[config.mk]
export PLATFORM = sky130hd
export DESIGN_NAME = led_i2c_front
export DESIGN_NICKNAME = d
export VERILOG_FILES = /design/src/rtl/led_addr_pkg.sv /design/src/rtl/word_skid_buffer.sv /design/src/rtl/led_i2c_front.sv
export SDC_FILE = /design/constraint.sdc
export NUM_CORES = 1
export LEC_CHECK = 0
export BUFFER_PORTS_ARGS = -buffer_cell sky130_fd_sc_hd__buf_2
export CELL_PAD_IN_SITES_DETAIL_PLACEMENT = 1
export CELL_PAD_IN_SITES_GLOBAL_PLACEMENT = 1
export CORE_UTILIZATION = 47
export DETAILED_ROUTE_END_ITERATION = 12
export PLACE_DENSITY_LB_ADDON = 0.1
export SLEW_MARGIN = 10
export SYNTH_ARGS = -nofsm -noshare
export SYNTH_HDL_FRONTEND = slang
export SYNTH_SLANG_ARGS = --single-unit
[constraint.sdc]
create_clock -name clk_i -period 2.85 [get_ports clk_i]
set_clock_uncertainty 0.05 [all_clocks]
set_input_delay 0.1425 -clock clk_i [delete_from_list [all_inputs] [get_ports clk_i]]
set_output_delay 0.1425 -clock clk_i [all_outputs]
set_load 0.01 [all_outputs]
[src/rtl/led_addr_pkg.sv]
// shared constants, types and states of the led driver i2c target front end
package led_addr_pkg;

    // ==========================================================
    // widths
    localparam int PTR_W  = 5;
    localparam int AI_W   = 3;
    localparam int BYTE_W = 8;
    localparam int ADDR_W = 7;
    localparam int NUM_SUB = 3;
    localparam int MODE_W = 5;

    // ==========================================================
    // register pointer values
    localparam logic [PTR_W-1:0] REG_MODE1      = 5'h00;
    localparam logic [PTR_W-1:0] REG_ALL_FIRST  = 5'h00;
    localparam logic [PTR_W-1:0] REG_PWM_FIRST  = 5'h02;
    localparam logic [PTR_W-1:0] REG_GRP_FIRST  = 5'h0a;
    localparam logic [PTR_W-1:0] REG_GRP_LAST   = 5'h0b;
    localparam logic [PTR_W-1:0] REG_SUB_FIRST  = 5'h0e;
    localparam logic [PTR_W-1:0] REG_GROUP_ADDR = 5'h11;
    localparam logic [PTR_W-1:0] REG_LAST       = 5'h11;

    // ==========================================================
    // reset values and fixed address bytes
    localparam logic [BYTE_W-1:0] GROUP_ADDR_RST = 8'he0;
    localparam logic [NUM_SUB-1:0][BYTE_W-1:0] SUB_ADDR_RST = {8'he8, 8'he4, 8'he2};
    localparam logic [BYTE_W-1:0] SOFT_RESET_BYTE = 8'h06;
    // sleep=1, subgroup enables=0, group call enable=1
    localparam logic [MODE_W-1:0] MODE_RST = 5'h11;
    localparam int MODE_GROUP_EN_BIT  = 0;
    localparam int MODE_SUB_FIRST_BIT = 3;
    localparam logic [PTR_W-1:0] PTR_RST = 5'h00;

    // ==========================================================
    // autoinc_field encodings
    localparam logic [AI_W-1:0] AI_OFF        = 3'h0;
    localparam logic [AI_W-1:0] AI_ALL        = 3'h4;
    localparam logic [AI_W-1:0] AI_PWM        = 3'h5;
    localparam logic [AI_W-1:0] AI_GLOBAL     = 3'h6;
    localparam logic [AI_W-1:0] AI_PWM_GLOBAL = 3'h7;
    localparam logic [AI_W-1:0] AI_RST        = 3'h4;

    // ==========================================================
    // bit counting
    localparam logic [3:0] CNT_ZERO  = 4'h0;
    localparam logic [3:0] CNT_LAST  = 4'h7;
    localparam logic [3:0] CNT_BYTE  = 4'h8;

    // ==========================================================
    // types
    typedef enum logic [2:0] {
        ST_IDLE    = 3'b000,
        ST_RX      = 3'b001,
        ST_ACK     = 3'b010,
        ST_TX      = 3'b011,
        ST_RACK    = 3'b100,
        ST_STRETCH = 3'b101
    } state_t;

    typedef enum logic [1:0] {
        PH_ADDR = 2'b00,
        PH_CTRL = 2'b01,
        PH_DATA = 2'b10
    } phase_t;

    typedef struct packed {
        logic [PTR_W-1:0]  addr;
        logic [BYTE_W-1:0] data;
    } wr_word_t;

endpackage : led_addr_pkg

[src/rtl/word_skid_buffer.sv]
// small valid/ready buffer holding register writes until the consumer takes them
`timescale 1ns/1ps
module word_skid_buffer
    import led_addr_pkg::*;
#(
    parameter int WIDTH = 13,
    parameter int DEPTH = 2
) (
    input  wire logic             clk_i,
    input  wire logic             rstn_i,
    input  wire logic             in_valid_i,
    output logic                  in_ready_o,
    input  wire logic [WIDTH-1:0] in_data_i,
    output logic                  out_valid_o,
    input  wire logic             out_ready_i,
    output logic [WIDTH-1:0]      out_data_o
);
    localparam int AW = (DEPTH > 1) ? $clog2(DEPTH) : 1;
    localparam int CW = $clog2(DEPTH + 1);
    localparam logic [AW-1:0] IDX_LAST = AW'(DEPTH - 1);
    localparam logic [CW-1:0] CNT_FULL = CW'(DEPTH);

    typedef struct packed {
        logic [DEPTH-1:0][WIDTH-1:0] mem;
        logic [AW-1:0]               wr_idx;
        logic [AW-1:0]               rd_idx;
        logic [CW-1:0]               count;
    } buf_t;

    buf_t r;
    buf_t r_nxt;
    logic push;
    logic pop;

    // ==========================================================
    // handshakes: honest full and empty from the occupancy count
    assign in_ready_o  = (r.count != CNT_FULL);
    assign out_valid_o = (r.count != '0);
    assign out_data_o  = r.mem[r.rd_idx];
    assign push        = in_valid_i && in_ready_o;
    assign pop         = out_valid_o && out_ready_i;

    // next state
    always_comb begin
        r_nxt = r;
        if (push) begin
            r_nxt.mem[r.wr_idx] = in_data_i;
            r_nxt.wr_idx = (r.wr_idx == IDX_LAST) ? '0 : AW'(r.wr_idx + 1'b1);
        end
        if (pop) begin
            r_nxt.rd_idx = (r.rd_idx == IDX_LAST) ? '0 : AW'(r.rd_idx + 1'b1);
        end
        if (push && !pop) begin
            r_nxt.count = CW'(r.count + 1'b1);
        end else if (pop && !push) begin
            r_nxt.count = CW'(r.count - 1'b1);
        end
    end

    always_ff @(posedge clk_i or negedge rstn_i) begin
        if (!rstn_i) begin
            r <= '0;
        end else begin
            r <= r_nxt;
        end
    end

endmodule : word_skid_buffer

[src/rtl/led_i2c_front.sv]
// i2c target front end: address decode, control byte, pointer auto-increment
`timescale 1ns/1ps
module led_i2c_front
    import led_addr_pkg::*;
#(
    parameter int BUF_DEPTH = 2
) (
    input  wire logic              clk_i,
    input  wire logic              rstn_i,
    input  wire logic              scl_i,
    output logic                   scl_o,
    output logic                   scl_oe_o,
    input  wire logic              sda_i,
    output logic                   sda_o,
    output logic                   sda_oe_o,
    input  wire logic [ADDR_W-1:0] addr_pins_i,
    output logic                   wr_valid_o,
    input  wire logic              wr_ready_i,
    output wr_word_t               wr_word_o,
    output logic [PTR_W-1:0]       rd_addr_o,
    input  wire logic [BYTE_W-1:0] rd_data_i,
    output logic [AI_W-1:0]        autoinc_field_o,
    output logic [MODE_W-1:0]      mode_bits_o,
    output logic                   soft_reset_call_o
);

    // ==========================================================
    // state
    typedef struct packed {
        state_t                        state;
        phase_t                        phase;
        logic [3:0]                    cnt;
        logic [BYTE_W-1:0]             shreg;
        logic                          scl_q;
        logic                          sda_q;
        logic                          rw;
        logic                          soft_reset_call_hit;
        logic                          rack_ok;
        logic                          sda_oe;
        logic [PTR_W-1:0]              pointer;
        logic [AI_W-1:0]               autoinc_field;
        logic [MODE_W-1:0]             mode;
        logic [NUM_SUB-1:0][BYTE_W-1:0] sub_addr;
        logic [BYTE_W-1:0]             group_call_address_reg;
        logic                          soft_reset_call;
    } core_t;

    localparam core_t CORE_RST = '{
        state:                  ST_IDLE,
        phase:                  PH_ADDR,
        cnt:                    CNT_ZERO,
        shreg:                  '0,
        scl_q:                  1'b1,
        sda_q:                  1'b1,
        rw:                     1'b0,
        soft_reset_call_hit:              1'b0,
        rack_ok:                1'b0,
        sda_oe:                 1'b0,
        pointer:                PTR_RST,
        autoinc_field:          AI_RST,
        mode:                   MODE_RST,
        sub_addr:               SUB_ADDR_RST,
        group_call_address_reg: GROUP_ADDR_RST,
        soft_reset_call:        1'b0
    };

    core_t r;
    core_t r_nxt;

    // ==========================================================
    // pointer stepping per autoinc_field
    function automatic logic [PTR_W-1:0] next_ptr(input logic [PTR_W-1:0] p,
                                                  input logic [AI_W-1:0]  ai);
        logic [PTR_W-1:0] inc;
        inc = PTR_W'(p + 1'b1);
        unique case (ai)
            AI_ALL:        next_ptr = (p == REG_LAST) ? REG_ALL_FIRST : inc;
            AI_PWM:        next_ptr = (p == REG_LAST) ? REG_PWM_FIRST : inc;
            AI_GLOBAL:     next_ptr = (p == REG_GRP_LAST) ? REG_GRP_FIRST : inc;
            AI_PWM_GLOBAL: next_ptr = (p == REG_GRP_LAST) ? REG_PWM_FIRST : inc;
            default:       next_ptr = p;  // 000 holds; reserved codes also hold
        endcase
    endfunction : next_ptr

    // ==========================================================
    // read data: locally held registers, else the outer register file
    function automatic logic [BYTE_W-1:0] read_byte(input core_t c,
                                                    input logic [BYTE_W-1:0] ext);
        read_byte = ext;
        if (c.pointer == REG_MODE1) begin
            read_byte = {c.autoinc_field, c.mode};
        end else if (c.pointer == REG_GROUP_ADDR) begin
            read_byte = c.group_call_address_reg;
        end else if (c.pointer >= REG_SUB_FIRST) begin
            read_byte = c.sub_addr[PTR_W'(c.pointer - REG_SUB_FIRST)];
        end
    endfunction : read_byte

    // next byte to shift out, taken at the falling scl edge
    logic [BYTE_W-1:0] rd_byte;
    assign rd_byte = read_byte(r, rd_data_i);

    // ==========================================================
    // address matching, one comparator per subgroup address
    logic [NUM_SUB-1:0] sub_hit;
    logic               hit_regular;
    logic               hit_group;
    logic               hit_soft_reset_call_addr;

    for (genvar i = 0; i < NUM_SUB; i++) begin : g_sub
        // mode bit 3 enables the first entry, bit 1 the third
        assign sub_hit[i] = r.mode[MODE_SUB_FIRST_BIT - i]
                            && (r.shreg[BYTE_W-1:1] == r.sub_addr[i][BYTE_W-1:1]);
    end

    assign hit_regular    = (r.shreg[BYTE_W-1:1] == addr_pins_i);
    assign hit_group      = r.mode[MODE_GROUP_EN_BIT]
                            && (r.shreg[BYTE_W-1:1]
                                == r.group_call_address_reg[BYTE_W-1:1]);
    assign hit_soft_reset_call_addr = (r.shreg[BYTE_W-1:1] == SOFT_RESET_BYTE[BYTE_W-1:1]);

    // ==========================================================
    // bus edge and condition detection on the synchronous pin samples
    logic scl_rise;
    logic scl_fall;
    logic start_cond;
    logic stop_cond;

    assign scl_rise   = scl_i && !r.scl_q;
    assign scl_fall   = !scl_i && r.scl_q;
    assign start_cond = scl_i && r.scl_q && r.sda_q && !sda_i;
    assign stop_cond  = scl_i && r.scl_q && !r.sda_q && sda_i;

    // ==========================================================
    // write buffer between the byte engine and the register file
    logic     buf_in_ready;
    logic     buf_in_valid;
    wr_word_t buf_in_word;

    assign buf_in_valid = (r.state == ST_STRETCH);
    assign buf_in_word  = '{addr: r.pointer, data: r.shreg};

    word_skid_buffer #(
        .WIDTH ($bits(wr_word_t)),
        .DEPTH (BUF_DEPTH)
    ) u_wr_buf (
        .clk_i       (clk_i),
        .rstn_i      (rstn_i),
        .in_valid_i  (buf_in_valid),
        .in_ready_o  (buf_in_ready),
        .in_data_i   (buf_in_word),
        .out_valid_o (wr_valid_o),
        .out_ready_i (wr_ready_i),
        .out_data_o  (wr_word_o)
    );

    // ==========================================================
    // byte engine
    always_comb begin
        r_nxt = r;
        r_nxt.scl_q = scl_i;
        r_nxt.sda_q = sda_i;
        r_nxt.soft_reset_call = 1'b0;

        if (start_cond) begin
            // a repeated start restarts address reception in any state
            r_nxt.state  = ST_RX;
            r_nxt.phase  = PH_ADDR;
            r_nxt.cnt    = CNT_ZERO;
            r_nxt.sda_oe = 1'b0;
        end else if (stop_cond) begin
            r_nxt.state  = ST_IDLE;
            r_nxt.sda_oe = 1'b0;
        end else begin
            unique case (r.state)
                ST_IDLE: begin
                    r_nxt.sda_oe = 1'b0;
                end

                ST_RX: begin
                    if (scl_rise && r.cnt != CNT_BYTE) begin
                        r_nxt.shreg = {r.shreg[BYTE_W-2:0], sda_i};
                        r_nxt.cnt   = 4'(r.cnt + 1'b1);
                    end else if (scl_fall && r.cnt == CNT_BYTE) begin
                        unique case (r.phase)
                            PH_ADDR: begin
                                r_nxt.rw        = r.shreg[0];
                                r_nxt.soft_reset_call_hit = 1'b0;
                                if (hit_soft_reset_call_addr) begin
                                    // write only; a read of this byte is left unanswered
                                    if (!r.shreg[0]) begin
                                        r_nxt.soft_reset_call_hit       = 1'b1;
                                        r_nxt.soft_reset_call = 1'b1;
                                        r_nxt.state           = ST_ACK;
                                        r_nxt.sda_oe          = 1'b1;
                                    end else begin
                                        r_nxt.state = ST_IDLE;
                                    end
                                end else if (hit_regular || hit_group || (|sub_hit)) begin
                                    r_nxt.state  = ST_ACK;
                                    r_nxt.sda_oe = 1'b1;
                                    r_nxt.phase  = PH_CTRL;
                                end else begin
                                    r_nxt.state = ST_IDLE;
                                end
                            end
                            PH_CTRL: begin
                                if (r.shreg[PTR_W-1:0] <= REG_LAST) begin
                                    r_nxt.pointer       = r.shreg[PTR_W-1:0];
                                    r_nxt.autoinc_field = r.shreg[BYTE_W-1:PTR_W];
                                    r_nxt.phase         = PH_DATA;
                                    r_nxt.state         = ST_ACK;
                                    r_nxt.sda_oe        = 1'b1;
                                end else begin
                                    r_nxt.state = ST_IDLE;
                                end
                            end
                            PH_DATA: begin
                                // hold scl low until the buffer takes the word
                                r_nxt.state = ST_STRETCH;
                            end
                            default: begin
                                r_nxt.state = ST_IDLE;
                            end
                        endcase
                    end
                end

                ST_STRETCH: begin
                    if (buf_in_ready) begin
                        if (r.pointer == REG_MODE1) begin
                            // autoinc field bits read back only
                            r_nxt.mode = r.shreg[MODE_W-1:0];
                        end else if (r.pointer == REG_GROUP_ADDR) begin
                            r_nxt.group_call_address_reg = r.shreg;
                        end else if (r.pointer >= REG_SUB_FIRST) begin
                            r_nxt.sub_addr[PTR_W'(r.pointer - REG_SUB_FIRST)] = r.shreg;
                        end
                        // only the pointer moves
                        r_nxt.pointer = next_ptr(r.pointer, r.autoinc_field);
                        r_nxt.state   = ST_ACK;
                        r_nxt.sda_oe  = 1'b1;
                    end
                end

                ST_ACK: begin
                    if (scl_fall) begin
                        r_nxt.sda_oe = 1'b0;
                        r_nxt.cnt    = CNT_ZERO;
                        if (r.soft_reset_call_hit) begin
                            r_nxt.state = ST_IDLE;
                        end else if (r.rw) begin
                            r_nxt.shreg  = rd_byte;
                            r_nxt.sda_oe = !rd_byte[BYTE_W-1];
                            r_nxt.state  = ST_TX;
                        end else begin
                            r_nxt.state = ST_RX;
                        end
                    end
                end

                ST_TX: begin
                    if (scl_fall) begin
                        if (r.cnt == CNT_LAST) begin
                            r_nxt.sda_oe = 1'b0;   // release for the controller's ack
                            r_nxt.state  = ST_RACK;
                        end else begin
                            r_nxt.shreg  = {r.shreg[BYTE_W-2:0], 1'b0};
                            r_nxt.sda_oe = !r.shreg[BYTE_W-2];
                            r_nxt.cnt    = 4'(r.cnt + 1'b1);
                        end
                    end
                end

                ST_RACK: begin
                    if (scl_rise) begin
                        r_nxt.rack_ok = !sda_i;
                        r_nxt.pointer = next_ptr(r.pointer, r.autoinc_field);
                    end else if (scl_fall) begin
                        r_nxt.cnt = CNT_ZERO;
                        if (r.rack_ok) begin
                            r_nxt.shreg  = rd_byte;
                            r_nxt.sda_oe = !rd_byte[BYTE_W-1];
                            r_nxt.state  = ST_TX;
                        end else begin
                            r_nxt.state = ST_IDLE;
                        end
                    end
                end

                default: begin
                    r_nxt.state  = ST_IDLE;
                    r_nxt.sda_oe = 1'b0;
                end
            endcase
        end
    end

    always_ff @(posedge clk_i or negedge rstn_i) begin
        if (!rstn_i) begin
            r <= CORE_RST;
        end else begin
            r <= r_nxt;
        end
    end

    // ==========================================================
    // outputs; both pins are open drain and only ever pull low
    assign scl_o             = 1'b0;
    assign scl_oe_o          = (r.state == ST_STRETCH);
    assign sda_o             = 1'b0;
    assign sda_oe_o          = r.sda_oe;
    assign rd_addr_o         = r.pointer;
    assign autoinc_field_o   = r.autoinc_field;
    assign mode_bits_o       = r.mode;
    assign soft_reset_call_o = r.soft_reset_call;

endmodule : led_i2c_front

======== Word level (Yosys, flattened, before mapping) ========
Index checks and enable logic that the tools add are counted.
operators by class
  add/sub/neg operators ................... 7
  magnitude comparators ................... 7
  equal/unequal tests ..................... 63
  mux-type cells .......................... 87
  bitwise logic cells ..................... 5
  reductions and logical operators ........ 53
operator list
  cell                                        number
  2-to-1 mux 12 bit                           6
  2-to-1 mux 8 bit                            9
  one-hot mux 12 bit (4 select lines)         1
  != test 4 bit, second input constant        10
  2-to-1 mux 13 bit                           3
  2-to-1 mux 9 bit                            4
  equality test 7 bit                         5
  2-to-1 mux 5 bit                            7
  != test 2 bit, second input constant        17
  != test 3 bit, second input constant        10
  bitwise mux 26 bit                          1
  bitwise mux 24 bit                          1
  2-to-1 mux 2 bit                            12
  2-to-1 mux 3 bit                            8
  AND reduction 12 bit                        2
  2-to-1 mux 1 bit                            23
  one-hot mux 5 bit (4 select lines)          1
  logical AND 1 bit                           19
  equality test 3 bit, second input constant  6
  one-hot mux 3 bit (6 select lines)          1
  AND reduction 9 bit                         2
  binary-select mux 8 bit (select 2 bit)      1
  demux 8 bit (select 2 bit)                  1
  AND reduction 8 bit                         2
  48 further kinds                            70
storage, ports and cells
  register bits after elaboration ......... 99
  input port bits ......................... 20
  output and inout bits ................... 32

======== Longest topological paths before layout ========
  depth after elaboration ................. 13
  gate-level depth with buffers ........... 10
  gate-level depth less buffers ........... 9

======== Hierarchy ========
From an unflattened synthesis, not the netlist that was laid out.
unflattened totals
  cells, all modules ...................... 566
  area total of the unflattened synthesis .. 6029.5 um^2
modules (own cells, without submodules)
  module            instances  cells an instance  area an instance (um^2)
  led_i2c_front     1          479                4590.7
  word_skid_buffer  1          87                 1438.9

======== Worst setup path after synthesis ========
OpenSTA, ideal clock, no wires.
  path kind ............................... register to register
  start point ............................. register r, in the netlist rd_addr_o[1]
  end point ............................... register r[17] (netlist bit)
  library setup time ...................... 0.125 ns
  arrival ................................. 2.201 ns
  required time ........................... 2.675 ns
  slack ................................... 0.474 ns
  stages on the path, launching flop included .. 9
  path buffers ............................ 1
  path through ............................ dfrtp_1 clkbuf_1 inv_1 ha_1 nor2b_1 o21ai_1 o2111a_1 nand2_2 mux2_2
between the ends
  longest elaborated chain between the ends .. 6
  elaborated cells between the ends (all ways) .. 13
  those cells by class .................... add/sub: 1; order compare: 3; eq/ne: 1; mux: 3; bitwise: 2; reduce/logical: 3
ends and longest elaborated chain
  element                                                                                                                  line                  text
  start: declaration                                                                                                       led_i2c_front.sv:67   core_t r;
  start signal: assignment                                                                                                 led_i2c_front.sv:303  r <= r_nxt;
  subtractor 5 x 4 -> 5 bit                                                                                                led_i2c_front.sv:237  r_nxt.sub_addr[PTR_W'(r.pointer - REG_SUB_FIRST)] = r.shreg;
  greater-or-equal comparator 5 x 1 -> 1 bit (implied by the code) or less-than comparator 5 x 3 -> 1 bit (tied branches)  led_i2c_front.sv:237
  logical AND 1 bit (implied by the code)                                                                                  led_i2c_front.sv:237
  2-to-1 mux 8 bit (implied by the code)                                                                                   led_i2c_front.sv:237
  demux 8 bit (select 2 bit)                                                                                               led_i2c_front.sv:237
  bitwise mux 24 bit                                                                                                       led_i2c_front.sv:237
Several ways; a longest one is shown, not always the timed one.
A chain may end at the register's enable or synchronous reset.

======== Worst setup path in the final report ========
  start point ............................. register r, in the netlist buf_in_word[3]
  end point ............................... register r[64] (netlist bit)
between the ends
  longest elaborated chain between the ends .. 6
  elaborated cells between the ends (all ways) .. 18
  those cells by class .................... order compare: 1; eq/ne: 9; reduce/logical: 8
ends and longest elaborated chain
  element                                                 line                                        text
  equality test 7 bit (on tied branches)                  led_i2c_front.sv:113, led_i2c_front.sv:119
  logical AND 1 bit (on tied branches)                    led_i2c_front.sv:113, led_i2c_front.sv:118
  OR reduction 3 bit or logical OR 1 bit (tied branches)  led_i2c_front.sv:199                        end else if (hit_regular || hit_group || (|sub_hit)) begin
  logical OR 1 bit                                        led_i2c_front.sv:199
  != test 3 bit (no source line)                          n/a
  AND reduction 8 bit (no source line) *                  n/a
Mark *: on every way between the ends. The rest lies on a longest branch, timed or not.

==> flow_summary.toml <==
[run_status]
status = "finished, final reports clean"

[sta]
min_period_ps = 2630
hold_violations = 0
min_period_over_period = 0.923
tns_ps = 0
finalSetupViolations = 0
slew_headroom = 0.410
max_freq_mhz = 380
slew_violations = 0
rsz0062_at_grt = "false"
setup_ws_ps = 218
hold_ws_ps = 22.8
worstMarginPinSlew_ps = 885

[finish]
final_util = 0.535
final_cell_mix = "85 x mux2_2, 79 x dfrtp_1, 54 x nand2_1, 48 x buf_2, 35 x o21ai_0"
fill_cells = 1319
syn_to_final_growth_pct = 11.1
nets = 619
final_common_cell = "mux2_2"
diodes = 0
drive_gt1_frac = 0.333

[synthesis]
async_reset_ff_frac = 1.00
synthCells = 553
yosysTopAreaCellShare = 0.343
yosys.area.top_type = "dfrtp_1"
synth_seq_cells = 99
ys.warnings.count = 0
yosys_most_used_dff = "dfrtp_1"
ys_seq_area_frac = 0.434
syn_area_um2 = 5760
synthTopCellsByArea = "dfrtp_1 34%, mux2_2 17%, dfstp_2 9.1%, xnor2_1 4.6%, nand2_1 3.5%"
synth_edf_count = 0
yosys.cell_types.count = 63
syn_avg_cell_area_um2 = 10.4

[route]
wire_per_inst_um = 21.1
wl_mm = 15.7
drt_iter0_markers = 196
antenna_left = 0
drc_errors = 0
drtPass1Iterations = 4
avgViaCountPerCell = 5.91
vias = 4387

[clocking]
cts_resized = 0
clk_latency_ps = 370
clock_sinks = 99
cts-root-buf = "clkbuf_16"
cts_buffer_depth = 2
numCtsBuffers = 9
cts_hold_buf = 3
htreeDepth = 3
cts_tree = "done"
post_cts_buffers = 0
path_clk_slew_ps = 70

[floorplanning]
rows = 40
core_area_um2 = 12000
io_pins = 52
die_h_um = 113
die-area_um2 = 12700
die_x_um = 113
initial_core_util = 0.481

[grt]
overflow = 0
grt.total_usage = 0.268
grt_pass1_vias = 4715
grt_max_degree = 100
antenna_found_initial = 0
grt_pass1_wl_mm = 25.8

[pwr]
power_frac_seq = 0.423
swShare = 0.403
irDropWorstVdd_uv = 373
p_int_mw = 2.84
comb_power_share = 0.328
power.switching_mw = 1.92
p_total_mw = 4.75
leakage_nw = 2.93
cellPowerDensity_nw_per_um2 = 742
clockPowerShare = 0.249

[critical_path]
cpLargestDelayFamily = "simple AND/OR/NAND/NOR gates"
worstPathRequired_ps = 3100
cp-start-kind = "register"
path_cells = "xor2_1 -> nor4_1 -> nand4_1 -> o21ai_0 -> nor3_1 -> or4_1 -> a21boi_1"
cp_max_fo = 17
crit_type = "register to register"
end_kind = "register"
path_buf_inv = 0
cpPeakStageDelay_ps = 920
cp.arrival_ps = 2880
cp_slowest_cell = "dfrtp_1"

[placement]
post-place-ws_ps = 230
dpl.hpwl_mm = 11.2
place_congestion = 0.931
io_buffers = 49

[job]
drv_cap = 0

[hold_path]
hold_class = "input port to register"
==> cell families (layout without fill, tap and decap cells) <==
family / Yosys count / count (layout) / synth area share
muxes: 91 / 91 / 0.177
AOI/OAI and AO/OA: 106 / 106 / 0.122
other: 1 / 2 / 0.000651
buffers and inverters: 54 / 95 / 0.0493
DFF: 99 / 99 / 0.434
and+or+nand+nor: 150 / 150 / 0.132
adders and majority gates: 9 / 9 / 0.0196
xor gates and xnor gates: 43 / 43 / 0.0654
==> worst paths after layout <==
path,endpoint,startpoint,depth (start not counted),slack [ps]
setup reg to reg,r[64],buf_in_word[3],7,220
hold reg to reg,u_wr_buf.r[1],u_wr_buf.r[1],1,450
hold / removal,u_wr_buf.r[2],wr_ready_i,3,20
min in group asynchronous,r[2],rstn_i,3,310
max in group asynchronous,r[50],rstn_i,3,1980
setup / recovery,r[64],buf_in_word[3],7,220
==> sequential cells by signal (all words and copies together), names as in the netlist <==
signal / cells
r: 46
u_wr_buf.r: 30
buf_in_word: 8
mode_bits_o: 5
rd_addr_o: 5
autoinc_field_o: 3
sda_oe_o: 1
soft_reset_call_o: 1
==> synth_stat cells (3+ instances only) <==
cell type and number:
a21oi_1 21, a221o_1 5, a221oi_1 3, a22o_1 3, a31oi_1 8, and2_1 3
buf_2 11, buf_4 16, clkbuf_1 16, dfrtp_1 79, dfstp_2 20, ha_1 9
inv_1 9, mux2_2 85, mux2i_1 6, nand2_1 54, nand2_2 3, nand2b_1 9
nand3_1 10, nand3b_1 3, nand4_1 10, nor2_1 24, nor2b_1 4, nor3_1 11
nor4_1 3, o21ai_0 35, o221ai_1 6, o41ai_1 3, xnor2_1 30, xor2_1 13
==> metal layers <==
layer / GRT usage / wire (µm) / part of all wire / vias up
met5: 0 / 0 / 0 / -
met4: 0.0978 / 374 / 0.024 / 0
met3: 0.0578 / 453 / 0.029 / 29
met2: 0.444 / 7540 / 0.48 / 66
met1: 0.347 / 7300 / 0.47 / 2249
li1: - / - / - / 2043
==> power groups by stage <==
stage	Clock (mW)	Combinational, mW	Sequential, mW
2_1_floorplan	0	1.34	1.69
3_3_place_gp	0	1.49	2.03
3_5_place_dp	0	1.55	2.03
4_1_cts	1.22	1.57	2.01
5_1_grt	1.25	1.72	2.05
6_report	1.18	1.56	2.01
==> area by class of cell <==
| type | instances | area (µm²) | share of cell area |
|---|---|---|---|
| Sequential cell | 99 | 2500 | 0.391 |
| Inverter | 9 | 33.8 | 0.00528 |
| Clock inverter | 6 | 50.0 | 0.00782 |
| Tap cell | 147 | 184 | 0.0287 |
| Timing Repair Buffer | 70 | 425 | 0.0665 |
| Multi-Input combinational cell | 401 | 2980 | 0.465 |
| Clock buffer | 10 | 229 | 0.0358 |
==> worst reg2reg max path, cell delays in order (launching register included) <==
cell and delay [ps]:
dfrtp_1 920, xor2_1 160, nor4_1 320, nand4_1 140
o21ai_0 150, nor3_1 170, or4_1 500, a21boi_1 150
==> per-stage QoR <==
stage / cell area (µm²) / std cells
3_5_place_dp: 6090 / 723
2_1_floorplan: 5760 / 554
6_report: 6400 / 742
3_3_place_gp: 6090 / 723
4_1_cts: 6400 / 742
5_1_grt: 6400 / 742
(Power assumes the default switching activity.)
